**src/core/mdcfg_regs.svh**
```systemverilog
`ifndef MDCFG_REGS_SVH
`define MDCFG_REGS_SVH

// Register offsets on the 8-bit register address space.
`define MDCFG_OFS_FAULT_CTRL 8'h09
`define MDCFG_OFS_INRUSH_LO 8'h0a
`define MDCFG_OFS_INRUSH_HI 8'h0b
`define MDCFG_OFS_MODE_TIMING 8'h0c
`define MDCFG_OFS_REPORT_BRIDGE 8'h0d
`define MDCFG_OFS_REG_SCHEME 8'h0e

// Reset values.
`define MDCFG_RST_INRUSH_LO 8'h00
`define MDCFG_RST_INRUSH_HI 8'h00
`define MDCFG_RST_MODE_TIMING 8'h63
`define MDCFG_RST_REPORT_BRIDGE 8'h38
`define MDCFG_RST_REG_SCHEME 8'h00

// Field positions in the fault control register.
`define MDCFG_BIT_FAULT_CLEAR 1

// Field positions in the regulation scheme register.
`define MDCFG_POS_SCHEME_LO 3
`define MDCFG_POS_SCHEME_HI 4
`define MDCFG_SCHEME_CYCLE 2'h1

// Field positions in the mode and timing register.
`define MDCFG_POS_CURBEH_LO 6
`define MDCFG_POS_CURBEH_HI 7
`define MDCFG_BIT_STALL_RESP 5
`define MDCFG_BIT_INT_REF 4
`define MDCFG_BIT_BLANK 3
`define MDCFG_BIT_DEGLITCH 2
`define MDCFG_BIT_OCP_RESP 1
`define MDCFG_BIT_OTP_RESP 0

// Field positions in the report and bridge register.
`define MDCFG_POS_RIPPLE_LO 6
`define MDCFG_POS_RIPPLE_HI 7
`define MDCFG_BIT_STALL_REPORT_ENABLE 5
`define MDCFG_BIT_CYCLE_REP 4
`define MDCFG_BIT_INPUT_MODE 3
`define MDCFG_BIT_BRIDGE_SRC 2
`define MDCFG_BIT_REG_IN1 1
`define MDCFG_BIT_REG_IN2 0

// Timing figures in nanoseconds and their cycle counts at 25 MHz.
`define MDCFG_CLK_NS 40
`define MDCFG_BLANK_LONG_NS 1800
`define MDCFG_BLANK_SHORT_NS 1000
`define MDCFG_DEG_LONG_NS 2000
`define MDCFG_DEG_SHORT_NS 1000
`define MDCFG_BLANK_LONG_CYC ((`MDCFG_BLANK_LONG_NS + `MDCFG_CLK_NS - 1) / `MDCFG_CLK_NS)
`define MDCFG_BLANK_SHORT_CYC ((`MDCFG_BLANK_SHORT_NS + `MDCFG_CLK_NS - 1) / `MDCFG_CLK_NS)
`define MDCFG_DEG_LONG_CYC ((`MDCFG_DEG_LONG_NS + `MDCFG_CLK_NS - 1) / `MDCFG_CLK_NS)
`define MDCFG_DEG_SHORT_CYC ((`MDCFG_DEG_SHORT_NS + `MDCFG_CLK_NS - 1) / `MDCFG_CLK_NS)

`endif

```
**src/core/mdcfg_pkg.sv**
```systemverilog
package mdcfg_pkg;

  typedef struct packed {
    logic [7:0] inrush_lo;
    logic [7:0] inrush_hi;
    logic [7:0] mode_timing;
    logic [7:0] report_bridge;
    logic [7:0] reg_scheme;
    logic fault_clear;
    logic [7:0] rd_data;
  } mdcfg_state_t;

  typedef struct packed {
    logic [1:0] current_reg_behavior;
    logic stall_response_select;
    logic internal_ref_500mv;
    logic [5:0] sense_blank_cycles;
    logic [6:0] deglitch_cycles;
    logic overcurrent_response_select;
    logic overtemp_response_select;
    logic [1:0] ripple_report_select;
    logic [1:0] reg_scheme;
    logic phase_enable_mode;
    logic [15:0] inrush_blank_time;
  } mdcfg_cfg_t;

  typedef struct packed {
    logic in_one;
    logic in_two;
  } mdcfg_bridge_t;

  typedef struct packed {
    logic stall_detected;
    logic cycle_regulating;
    logic ripple_over;
  } mdcfg_events_t;

endpackage : mdcfg_pkg

```
**src/core/mdcfg_top.sv**
```systemverilog
`timescale 1ns/1ps
`include "mdcfg_regs.svh"
module mdcfg_top (
  // Clock and reset.
  input wire logic clock,
  input wire logic rst,
  // Register access from the serial interface controller.
  input wire logic wr_strobe,
  input wire logic [7:0] addr,
  input wire logic [7:0] wr_data,
  output logic [7:0] rd_data,
  // Bridge input pins.
  input wire logic [1:0] bridge_input_pins,
  // Events from the detection engines.
  input wire mdcfg_pkg::mdcfg_events_t events,
  // Configuration toward the engines.
  output mdcfg_pkg::mdcfg_cfg_t cfg,
  output mdcfg_pkg::mdcfg_bridge_t bridge,
  output logic fault_clear,
  output logic fault_pin_n
);

  mdcfg_pkg::mdcfg_state_t state;
  mdcfg_pkg::mdcfg_state_t next_state;
  logic [1:0] pin_s1;
  logic [1:0] pin_s2;
  logic [1:0] pin_s3;
  logic [1:0] pin_stable;

  function automatic logic [7:0] read_mux(input logic [7:0] a, input mdcfg_pkg::mdcfg_state_t s);
    case (a)
      `MDCFG_OFS_FAULT_CTRL: read_mux = 8'h00;
      `MDCFG_OFS_INRUSH_LO: read_mux = s.inrush_lo;
      `MDCFG_OFS_INRUSH_HI: read_mux = s.inrush_hi;
      `MDCFG_OFS_MODE_TIMING: read_mux = s.mode_timing;
      `MDCFG_OFS_REPORT_BRIDGE: read_mux = s.report_bridge;
      `MDCFG_OFS_REG_SCHEME: read_mux = s.reg_scheme;
      default: read_mux = 8'h00;
    endcase
  endfunction : read_mux

  always_comb begin
    next_state = state;
    next_state.fault_clear = 1'b0;
    if (wr_strobe) begin
      case (addr)
        `MDCFG_OFS_FAULT_CTRL: next_state.fault_clear = wr_data[`MDCFG_BIT_FAULT_CLEAR];
        `MDCFG_OFS_INRUSH_LO: next_state.inrush_lo = wr_data;
        `MDCFG_OFS_INRUSH_HI: next_state.inrush_hi = wr_data;
        `MDCFG_OFS_MODE_TIMING: next_state.mode_timing = wr_data;
        `MDCFG_OFS_REPORT_BRIDGE: next_state.report_bridge = wr_data;
        `MDCFG_OFS_REG_SCHEME: next_state.reg_scheme = wr_data;
        default: next_state.rd_data = state.rd_data;
      endcase
    end
    next_state.rd_data = read_mux(addr, next_state);
  end

  always_ff @(posedge clock or posedge rst) begin
    if (rst) begin
      state.inrush_lo <= `MDCFG_RST_INRUSH_LO;
      state.inrush_hi <= `MDCFG_RST_INRUSH_HI;
      state.mode_timing <= `MDCFG_RST_MODE_TIMING;
      state.report_bridge <= `MDCFG_RST_REPORT_BRIDGE;
      state.reg_scheme <= `MDCFG_RST_REG_SCHEME;
      state.fault_clear <= 1'b0;
      state.rd_data <= 8'h00;
      pin_s1 <= 2'h0;
      pin_s2 <= 2'h0;
      pin_s3 <= 2'h0;
      pin_stable <= 2'h0;
    end else begin
      state <= next_state;
      pin_s1 <= bridge_input_pins;
      pin_s2 <= pin_s1;
      pin_s3 <= pin_s2;
      for (int i = 0; i < 2; i++) begin
        if (pin_s2[i] == pin_s3[i]) begin
          pin_stable[i] <= pin_s3[i];
        end
      end
    end
  end

  logic [7:0] mt;
  logic [7:0] rb;
  logic cycle_mode;
  logic ripple_flag;
  assign mt = state.mode_timing;
  assign rb = state.report_bridge;
  assign rd_data = state.rd_data;
  assign fault_clear = state.fault_clear;

  always_comb begin
    cfg.current_reg_behavior = mt[`MDCFG_POS_CURBEH_HI:`MDCFG_POS_CURBEH_LO];
    cfg.stall_response_select = mt[`MDCFG_BIT_STALL_RESP];
    cfg.internal_ref_500mv = mt[`MDCFG_BIT_INT_REF];
    cfg.sense_blank_cycles = mt[`MDCFG_BIT_BLANK] ? 6'(`MDCFG_BLANK_SHORT_CYC)
                                                 : 6'(`MDCFG_BLANK_LONG_CYC);
    cfg.deglitch_cycles = mt[`MDCFG_BIT_DEGLITCH] ? 7'(`MDCFG_DEG_SHORT_CYC)
                                                 : 7'(`MDCFG_DEG_LONG_CYC);
    cfg.overcurrent_response_select = mt[`MDCFG_BIT_OCP_RESP];
    cfg.overtemp_response_select = mt[`MDCFG_BIT_OTP_RESP];
    cfg.ripple_report_select = rb[`MDCFG_POS_RIPPLE_HI:`MDCFG_POS_RIPPLE_LO];
    cfg.reg_scheme = state.reg_scheme[`MDCFG_POS_SCHEME_HI:`MDCFG_POS_SCHEME_LO];
    cfg.phase_enable_mode = ~rb[`MDCFG_BIT_INPUT_MODE];
    cfg.inrush_blank_time = {state.inrush_hi, state.inrush_lo};
  end

  always_comb begin
    if (rb[`MDCFG_BIT_BRIDGE_SRC]) begin
      bridge.in_one = rb[`MDCFG_BIT_REG_IN1];
      bridge.in_two = rb[`MDCFG_BIT_REG_IN2];
    end else begin
      bridge.in_one = pin_stable[1];
      bridge.in_two = pin_stable[0];
    end
  end

  assign cycle_mode = (cfg.reg_scheme == `MDCFG_SCHEME_CYCLE);
  assign ripple_flag = (cfg.ripple_report_select != 2'h0) && events.ripple_over;
  assign fault_pin_n = ~((rb[`MDCFG_BIT_STALL_REPORT_ENABLE] && events.stall_detected)
                       || (cycle_mode && rb[`MDCFG_BIT_CYCLE_REP] && events.cycle_regulating)
                       || ripple_flag);

endmodule : mdcfg_top

```
**config.mk**
```make
export PLATFORM = sky130hd
export DESIGN_NAME = mdcfg_top
export DESIGN_NICKNAME = d
export VERILOG_FILES = /design/src/core/mdcfg_pkg.sv /design/src/core/mdcfg_top.sv
export VERILOG_INCLUDE_DIRS = /design/src /design/src/core
export SDC_FILE = /design/constraint.sdc
export NUM_CORES = 1
export LEC_CHECK = 0
export ABC_AREA = 0
export BUFFER_PORTS_ARGS = -buffer_cell sky130_fd_sc_hd__clkbuf_2
export CAP_MARGIN = 15
export CORE_UTILIZATION = 45
export CTS_BUF_LIST = sky130_fd_sc_hd__clkbuf_8
export CTS_CLUSTER_SIZE = 40
export DETAILED_ROUTE_END_ITERATION = 10
export PLACE_DENSITY = 0.8
export RECOVER_POWER = 100
export SYNTH_ARGS = -nofsm -noshare
export SYNTH_HDL_FRONTEND = slang
export SYNTH_SLANG_ARGS = --single-unit
```
**constraint.sdc**
```tcl
create_clock -name clock -period 2.2 [get_ports clock]
set_input_delay 0.22 -clock clock [delete_from_list [all_inputs] [get_ports clock]]
set_output_delay 0.22 -clock clock [all_outputs]
set_load 0.02 [all_outputs]
```
==> results.yml, run 1 <==
routing:
  wl_per_cell_um: 16.78
  wl_um: 6241
  drc: 0
  vias: 2004
  ant_nets: 0
  drt_pass1_iterations: 4
  via_per_inst: 5.387
  drtIter0Drc: 123
place:
  port_buffers: 69
  dp_worst_setup_slack_ns: 0.4149
  place_area_um2: 3132
  place_congestion: 0.7961
  hpwl_um: 4517
status:
  status: "complete, no violations"
die:
  core-area_um2: 6350
  fp.dieArea_um2: 6944
  start_util_pct: 46.88
  dieWidth_um: 83.33
  num_rows: 29
  ios: 76
  die_h_um: 83.33
grt:
  overflow: 0
  grt_pass1_wl_um: 10290
  grt_pass1_vias: 2038
  grt_max_degree: 32
  antenna_found_initial: 0
  grt_use_total_pct: 19.64
timing:
  drv_slew: 0
  setup_viol: 0
  period_needed_ns: 1.754
  tns_ns: 0
  worstMarginPinSlew_ns: 1.077
  finalCritPeriodShare_pct: 79.74
  fin_skew_ns: 0.008575
  setup_ws_ns: 0.4457
  final-hold-violation-count: 0
  relSlewSlack_pct: 28.14
  rsz0062_at_grt: "false"
  max_clock_freq_mhz: 570.0
yosys:
  ys_ff_latch: 57
  netlist_area_um2: 2977
  yosysWarnings: 0
  synth_seq_area_share_pct: 48.21
  synth_cells: 248
  synth-main-ff-cell: "dfrtp_1"
  yosysUniqueCellTypes: 36
  synth_edf_count: 0
  async_flop_share_pct: 100.0
  avgSynthCellArea_um2: 12.00
clock_tree:
  cts_sinks: 57
  clock_path_buffers: 2
  cts_tree: "done"
  clock_latency_ns: 0.34
  clockRootBuffer: "clkbuf_8"
  h-tree-depth: 3
  path_clk_slew_ns: 0.06
  numCtsBuffers: 9
  post_cts_buffers: 0
critical_path:
  critPathSlowestCell: "nor3_4"
  required_ns: 2.42
  r2r_slack_ns: 0.87
  crit_path_end_kind: "register"
  crit_path_cell_trace: "clkbuf_2 -> nor3_1 -> nand3_1 -> nor3_4 -> mux2_2"
  cp-start-kind: "input pin"
  cp_max_fo: 8
  crit_type: "in2reg"
  cpPeakStageDelay_ns: 0.52
  cp.arrival_ns: 1.97
layout:
  drive_above_1_share_pct: 34.24
  syn_to_final_growth_pct: 9.794
  antenna_cells: 0
  fillers: 592
  final_util_pct: 51.47
  final_area_um2: 3268
  nNetsFinal: 314
power:
  power.leakage_nw: 1.541
  irDropWorstVdd_uv: 419.3
  powerDensity_nw_per_um2: 705.8
run:
  cap_violations: 0
worst_hold_path:
  min_path_type: "in2reg"
[Yosys cell counts (3+ instances only)]
cell,instances,area share [%]
a221oi_1,7,2.1
and3_1,15,3.2
buf_2,4,0.67
buf_4,46,12
clkbuf_1,3,0.38
dfrtp_1,50,42
dfstp_2,7,6.2
inv_1,4,0.50
mux2_1,3,1.1
mux2_2,46,17
nand2_1,11,1.4
nor2b_1,10,2.1
nor3_4,3,1.6
o21ai_0,8,1.3
o311ai_0,7,2.1
[stage by stage]
step / hold slack, ns / power [W] / instances
after detailed placement: 0.3105 / 0.001422 / 353
after global routing: 0.2297 / 0.002403 / 372
after CTS: 0.1990 / 0.002350 / 372
final: 0.2325 / 0.002307 / 372
after global placement: 0.2881 / 0.001414 / 353
after floorplan: 0.2514 / 0.001352 / 252
[area by class of cell]
cell class / count / area, µm² / share of cell area [%]
clock buffers: 13 / 178.9 / 5.475
clock inverters: 3 / 13.76 / 0.4211
inverters: 4 / 15.01 / 0.4594
multi-input cells: 137 / 1136 / 34.76
flip-flops and latches: 57 / 1435 / 43.91
well taps: 77 / 96.34 / 2.948
repair buffers: 81 / 392.9 / 12.02
[what timing repair did]
action	CTS	global route
hold buffers	3	0
endpoints found under the hold margin	24	0
resized for setup	0	0
[layer usage]
| layer | routed length [µm] | track usage, % | vias to the layer above |
|---|---|---|---|
| met4 | 116 | 8.464 | 0 |
| met5 | 0 | 0 | - |
| met2 | 3021 | 31.15 | 80 |
| met1 | 2667 | 24.30 | 993 |
| met3 | 435 | 6.859 | 11 |
| li1 | - | - | 920 |
[critical path, delay by kind of cell]
kind | cells | cell delay [ns]
buffers and inverters | 1 | 0.09
AND/OR/NAND/NOR | 3 | 1.27
multiplexers | 1 | 0.40
[flip-flops by register name (all words and copies together) (netlist names)]
signal / count
pin_stable: 2
mt: 8
state: 6
cfg: 18
rd_data: 8
rb: 8
pin_s1: 2
pin_s2: 2
pin_s3: 2
fault_clear: 1
[cells by family (layout without fill, tap and decap cells)]
logic type / Yosys count / after routing / synth area share (%)
compound gates: 28 / 28 / 7.230
fa+ha+maj: 2 / 2 / 0.6726
buf+inv: 58 / 101 / 13.32
flops: 57 / 57 / 48.21
mux: 50 / 50 / 18.87
other cells: 2 / 6 / 0.2523
simple gates: 51 / 51 / 11.43
[final timing paths]
check,from,end,cells past startpoint
worst max-delay path,addr[4],cfg[14],5
max in group asynchronous,rst,rb[4],4
worst min-delay path,wr_data[2],cfg[2],2
worst max register to register,cfg[1],rd_data[1],3
worst min register to register,pin_s1[0],pin_s2[0],0
min in group asynchronous,rst,cfg[8],3
[where the power goes]
group          total [W]  leakage (nW)  switching, W  internal (W)
logic           0.000260         0.689      0.000164     0.0000962
clock network   0.000915         0.107      0.000392      0.000523
registers        0.00113         0.746     0.0000328       0.00110
total            0.00231          1.54      0.000588       0.00172
[placed cells by master (no fill, tap or decap), types with 2 or more instances in the layout]
cell / instances
dlygate4sd3_1: 3
clkbuf_1: 48
mux2_1: 3
and3b_1: 2
clkbuf_2: 22
nor2b_1: 10
buf_4: 7
and3_1: 15
a221oi_1: 7
nor3_4: 2
mux2_2: 46
conb_1: 6
dfrtp_1: 50
dfstp_2: 7
o311ai_0: 7
o21ai_0: 8
maj3_1: 2
nor3_1: 2
clkinv_2: 2
nand2_1: 11
clkbuf_8: 13
inv_1: 5
Power figures use the tool's default switching activity.
==> inputs of run 2 (changes only) <==
Clock period 2.2 ns to 1.71 ns, I/O delays scaled along.
==> run 2 against run 1 <==
- worst hold slack got worse by 0.069 ns
- total power rose by 24%
- sequential share of layout area fell by 0.17 points
- via count barely moved
- register-to-register slack got worse by 0.52 ns
- critical path depth rose by 1
- critical path type unchanged
- largest cell class unchanged
==> results.yml, run 2 (same netlist as run 1, synthesis figures left out) <==
status:
  status: "complete, no violations"
routing:
  wl_um: 6434
  drt_pass1_iterations: 4
  drc: 0
  wl_per_cell_um: 17.02
  via_per_inst: 5.307
  drtIter0Drc: 81
  vias: 2006
  ant_nets: 0
critical_path:
  cp_max_fo: 8
  startpoint: "addr[4]"
  crit_path_cell_trace: "clkbuf_1 -> nor3_1 -> nand3_4 -> nor3_4 -> clkbuf_2 -> mux2_2"
  r2r_start: "cfg[17]"
  cp-start-kind: "input pin"
  cp.arrival_ns: 1.79
  required_ns: 1.93
  r2r_slack_ns: 0.35
  critPathSlowestCell: "nor3_1"
  crit_path_end_kind: "register"
  reg2reg_depth: 3
  crit_type: "in2reg"
  cpPeakStageDelay_ns: 0.47
clock_tree:
  clock_latency_ns: 0.34
  h-tree-depth: 3
  holdBufCountCts: 3
  numCtsBuffers: 9
  clockRootBuffer: "clkbuf_8"
  cts_tree: "done"
  clock_path_buffers: 2
  path_clk_slew_ns: 0.06
  post_cts_buffers: 0
  cts_sinks: 57
  cts_resized: 0
power:
  comb_power_share_pct: 11.7
  powerDensity_nw_per_um2: 874.7
  irDropWorstVdd_uv: 637.5
  power_frac_seq_pct: 50.8
  power.leakage_nw: 1.567
  p_sw_w: 0.0007524
  switching_share_pct: 26.22
  pwr-share-clk_pct: 37.5
  p_int_w: 0.002117
layout:
  largest_reg_flops: 18
  drive_above_1_share_pct: 34.55
  final_common_cell: "dfrtp_1"
  nNetsFinal: 320
  instances_no_fill: 378
  antenna_cells: 0
  syn_to_final_growth_pct: 10.21
  final_cell_mix: "dfrtp_1 (50), clkbuf_1 (46), mux2_2 (45)"
  fillers: 603
place:
  port_buffers: 69
  place_congestion: 0.8082
  hpwl_um: 4502
  dp_cells: 359
timing:
  setup_viol: 0
  relSlewSlack_pct: 49.37
  fin_skew_ns: 0.006549
  tns_ns: 0
  worstMarginPinSlew_ns: 0.7594
  final-hold-violation-count: 0
  drv_slew: 0
  hold_ws_ns: 0.1632
  rsz0062_at_grt: "false"
  finalCritPeriodShare_pct: 91.54
  period_needed_ns: 1.565
  max_clock_freq_mhz: 638.9
grt:
  grt_pass1_wl_um: 10220
  antenna_found_initial: 0
  grt_max_degree: 58
  grt_pass1_vias: 1996
  use_met2_pct: 31.67
  grt_busiest_layer: "met2"
  grt_use_total_pct: 19.53
  grt_use_met3_pct: 6.759
  met1_usage_pct: 23.96
  overflow: 0
die:
  dieWidth_um: 83.33
  fp.dieArea_um2: 6944
  die_h_um: 83.33
  num_rows: 29
  start_util_pct: 46.88
  ios: 76
  core-area_um2: 6350
worst_hold_path:
  min_path_cells: 3
  hold_start: "addr[0]"
  min_path_type: "in2reg"
run:
  cap_violations: 0
## run 2: cell types whose count changed in the layout (fill, tap and decap cells not counted), moves of 2 or more
cell      before  now
buf_4          7    9
clkbuf_1      48   46
inv_1          5    8
clkbuf_8      13   11
clkinv_2       2    0
clkbuf_2      22   28
## run 2: critical path: cells and delay by family
family        cells  cell delay, ns
mux               1            0.37
simple gates      3            0.86
buf+inv           2            0.36
## run 2: final timing paths
path,endpoint
hold / removal,fault_clear
setup / recovery,cfg[8]
max in group asynchronous,rd_data[7]
setup reg to reg,rd_data[3]
min in group asynchronous,cfg[0]
hold reg to reg,pin_s2[1]
## run 2: layer usage
metal | part of all wire, % | routed length, µm | vias up
li1 | - | - | 935
met1 | 44 | 2800 | 994
met2 | 50 | 3189 | 70
met3 | 5.7 | 366 | 7
met4 | 1.2 | 77 | 0
met5 | 0 | 0 | -
## run 2: metrics by stage
stage	total power (W)	instance area (µm²)	util, %	setup slack [ns]
after detailed placement	0.001834	3189	50.23	-0.02740
final	0.002870	3281	51.67	0.1447
after floorplan	0.001739	2992	-	0.1509
after global routing	0.002999	3281	51.67	0.08291
after global placement	0.001822	3189	50.23	0.08021
after CTS	0.002928	3390	53.38	0.1719
## run 2: area by class of cell
class | instances | area [µm²] | share of cell area (%)
clock inverter | 5 | 18.77 | 0.5721
clock buffer | 11 | 151.4 | 4.615
tap | 77 | 96.34 | 2.937
timing repair buffer | 87 | 417.9 | 12.74
inverter | 4 | 15.01 | 0.4577
multi-input combinational | 137 | 1146 | 34.94
sequential | 57 | 1435 | 43.75
## run 2: power by group through the flow
stage	Sequential (W)	Combinational, W	Clock (W)
6_report	0.00146	0.000337	0.00108
3_3_place_gp	0.00148	0.000345	0
3_5_place_dp	0.00148	0.000353	0
4_1_cts	0.00146	0.000360	0.00111
5_1_grt	0.00146	0.000365	0.00117
2_1_floorplan	0.00146	0.000275	0
==> inputs of run 3 (changes only) <==
Settings changed: ABC_AREA 0 to 1.
==> run 3 against run 2 <==
- routed wire length increased by 14%
- clock power increased by 16%
- clock skew rose by 0.0039 ns
- cell count grew 44%
- worst hold slack worse by 0.068 ns
- final area is 7.7% higher
- global-route usage up 1.4 points
- maximum frequency increased by 0.29%
- via count up 29%
- largest power group unchanged
- highest routed layer unchanged
==> results.yml, run 3 <==
place:
  dp_cells: 525
  place_congestion: 0.8967
  port_buffers: 69
  hpwl_um: 5405
  place_area_um2: 3393
power:
  power_frac_seq_pct: 47.6
  power.leakage_nw: 1.781
  irDropWorstVdd_uv: 420.9
  p_int_w: 0.002211
  powerDensity_nw_per_um2: 858.0
  comb_power_share_pct: 11.3
  power_w: 0.003031
  p_sw_w: 0.0008195
  pwr-share-clk_pct: 41.1
  switching_share_pct: 27.04
layout:
  nNetsFinal: 467
  antenna_cells: 0
  drive_above_1_share_pct: 14.96
  final_common_cell: "nand2_1"
  instances_no_fill: 544
  syn_to_final_growth_pct: 8.661
  final_area_um2: 3532
  largest_reg_flops: 18
  final_cell_mix: "nand2_1 (86), inv_1 (65), dfrtp_1 (50)"
critical_path:
  crit_type: "reg2out"
  path_delay_family: "flip-flops"
  cp-start-kind: "register"
  cp.arrival_ns: 1.39
  required_ns: 1.54
  cpPeakStageDelay_ns: 0.38
  path_buf_inv: 2
  crit_path_end_kind: "output pin"
  critPathSlowestCell: "dfrtp_1"
  r2r_slack_ns: 0.63
  cp_max_fo: 2
  crit_path_cell_trace: "inv_1 -> nand2_1 -> a221oi_1 -> clkbuf_2"
clock_tree:
  clock_path_buffers: 2
  h-tree-depth: 3
  clockRootBuffer: "clkbuf_8"
  cts_sinks: 57
  cts_tree: "done"
  cts_resized: 0
  clock_latency_ns: 0.34
  path_clk_slew_ns: 0.06
  numCtsBuffers: 9
routing:
  wl_per_cell_um: 13.43
  drtIter0Drc: 163
  drc: 0
  drt_pass1_iterations: 5
  via_per_inst: 4.748
  wl_um: 7305
  vias: 2583
  ant_nets: 0
run:
  cap_violations: 0
grt:
  overflow: 0
  grt_pass1_wl_um: 11610
  grt_pass1_vias: 2403
  antenna_found_initial: 0
  grt_use_total_pct: 20.91
  grt_max_degree: 58
yosys:
  synth-main-ff-cell: "dfrtp_1"
  synthTopCellsByArea: "dfrtp_1 (38%), buf_4 (11%), nand2_1 (9.8%)"
  synth_top_area_cell: "dfrtp_1"
  yosysTopAreaCellShare_pct: 38.49
  synth_seq_area_share_pct: 44.15
  synthMostInstantiatedCell: "nand2_1"
  async_flop_share_pct: 100.0
  yosysWarnings: 0
  yosysUniqueCellTypes: 26
  synth_commonest_cells: "nand2_1 (85), inv_1 (64), dfrtp_1 (50)"
  avgSynthCellArea_um2: 8.066
  netlist_area_um2: 3251
  synth_edf_count: 0
  synth_cells: 403
  ys_ff_latch: 57
die:
  fp.dieArea_um2: 7567
  start_util_pct: 47.32
  ios: 76
  core-area_um2: 6869
  dieWidth_um: 86.99
  num_rows: 30
  die_h_um: 86.99
timing:
  final-hold-violation-count: 0
  period_needed_ns: 1.561
  drv_slew: 0
  finalCritPeriodShare_pct: 91.28
  fin_skew_ns: 0.01047
  setup_viol: 0
  hold_ws_ns: 0.09517
  tns_ns: 0
  worstMarginPinSlew_ns: 0.7628
  max_clock_freq_mhz: 640.7
  rsz0062_at_grt: "false"
  relSlewSlack_pct: 49.14
worst_hold_path:
  min_path_type: "in2reg"
status:
  status: "complete, no violations"
==> run 3: worst reg2reg max path: cells and delay by family (launching register included) <==
| kind | cells | cell delay [ns] |
|---|---|---|
| compound gates | 1 | 0.12 |
| buf+inv | 1 | 0.06 |
| flops | 1 | 0.38 |
| simple gates | 4 | 0.41 |
==> run 3: path summary, 6_finish.rpt <==
path | start | to | cells past startpoint
setup / recovery | rb[7] | fault_pin_n | 4
hold / removal | wr_data[4] | rb[4] | 3
setup reg to reg | cfg[14] | rd_data[6] | 6
hold reg to reg | pin_s1[1] | pin_s2[1] | 0
max in group asynchronous | rst | cfg[17] | 4
min in group asynchronous | rst | cfg[12] | 4
==> run 3: power groups by stage <==
stage / registers [W] / logic [W] / clock network (W)
after global routing: 0.00145 / 0.000381 / 0.00134
after global placement: 0.00147 / 0.000353 / 0
after CTS: 0.00144 / 0.000366 / 0.00126
final: 0.00144 / 0.000343 / 0.00125
after detailed placement: 0.00147 / 0.000359 / 0
after floorplan: 0.00146 / 0.000295 / 0
==> run 3: cell families (layout without fill, tap and decap cells) <==
logic type / Yosys count / after routing / synth area share [%]
DFF: 57 / 57 / 44.15
and+or+nand+nor: 213 / 213 / 33.26
AOI/OAI and AO/OA: 8 / 8 / 1.578
other: 2 / 6 / 0.2310
buffers and inverters: 121 / 162 / 20.17
adders and majority gates: 2 / 2 / 0.6159
==> run 3: layer usage <==
layer / up-vias / track usage, % / part of all wire, %
li1: 1287 / - / -
met1: 1172 / 28.48 / 46
met2: 109 / 31.35 / 45
met3: 15 / 5.308 / 7.2
met4: 0 / 9.394 / 2.4
met5: - / 0 / 0
==> run 3: cell type report <==
type	count	area (µm²)
Clock buffer	10	137.6
Clock inverter	6	58.81
Fill cell	681	3337
Inverter	68	256.5
Multi-Input combinational cell	229	1162
Sequential cell	57	1435
Tap cell	96	120.1
Timing Repair Buffer	78	361.6
==> run 3: per-stage QoR <==
step                      setup WS (ns)  utilization, %
after global routing            0.01695           51.42
after CTS                        0.1376           52.70
after floorplan                  0.1509               -
final                            0.1492           51.42
after global placement          0.07207           49.40
after detailed placement        0.03585           49.40
==> run 3: repair_timing <==
item,CTS,global route
hold buffers,3,0
setup buffers,0,0
endpoints found under the hold margin,52,0
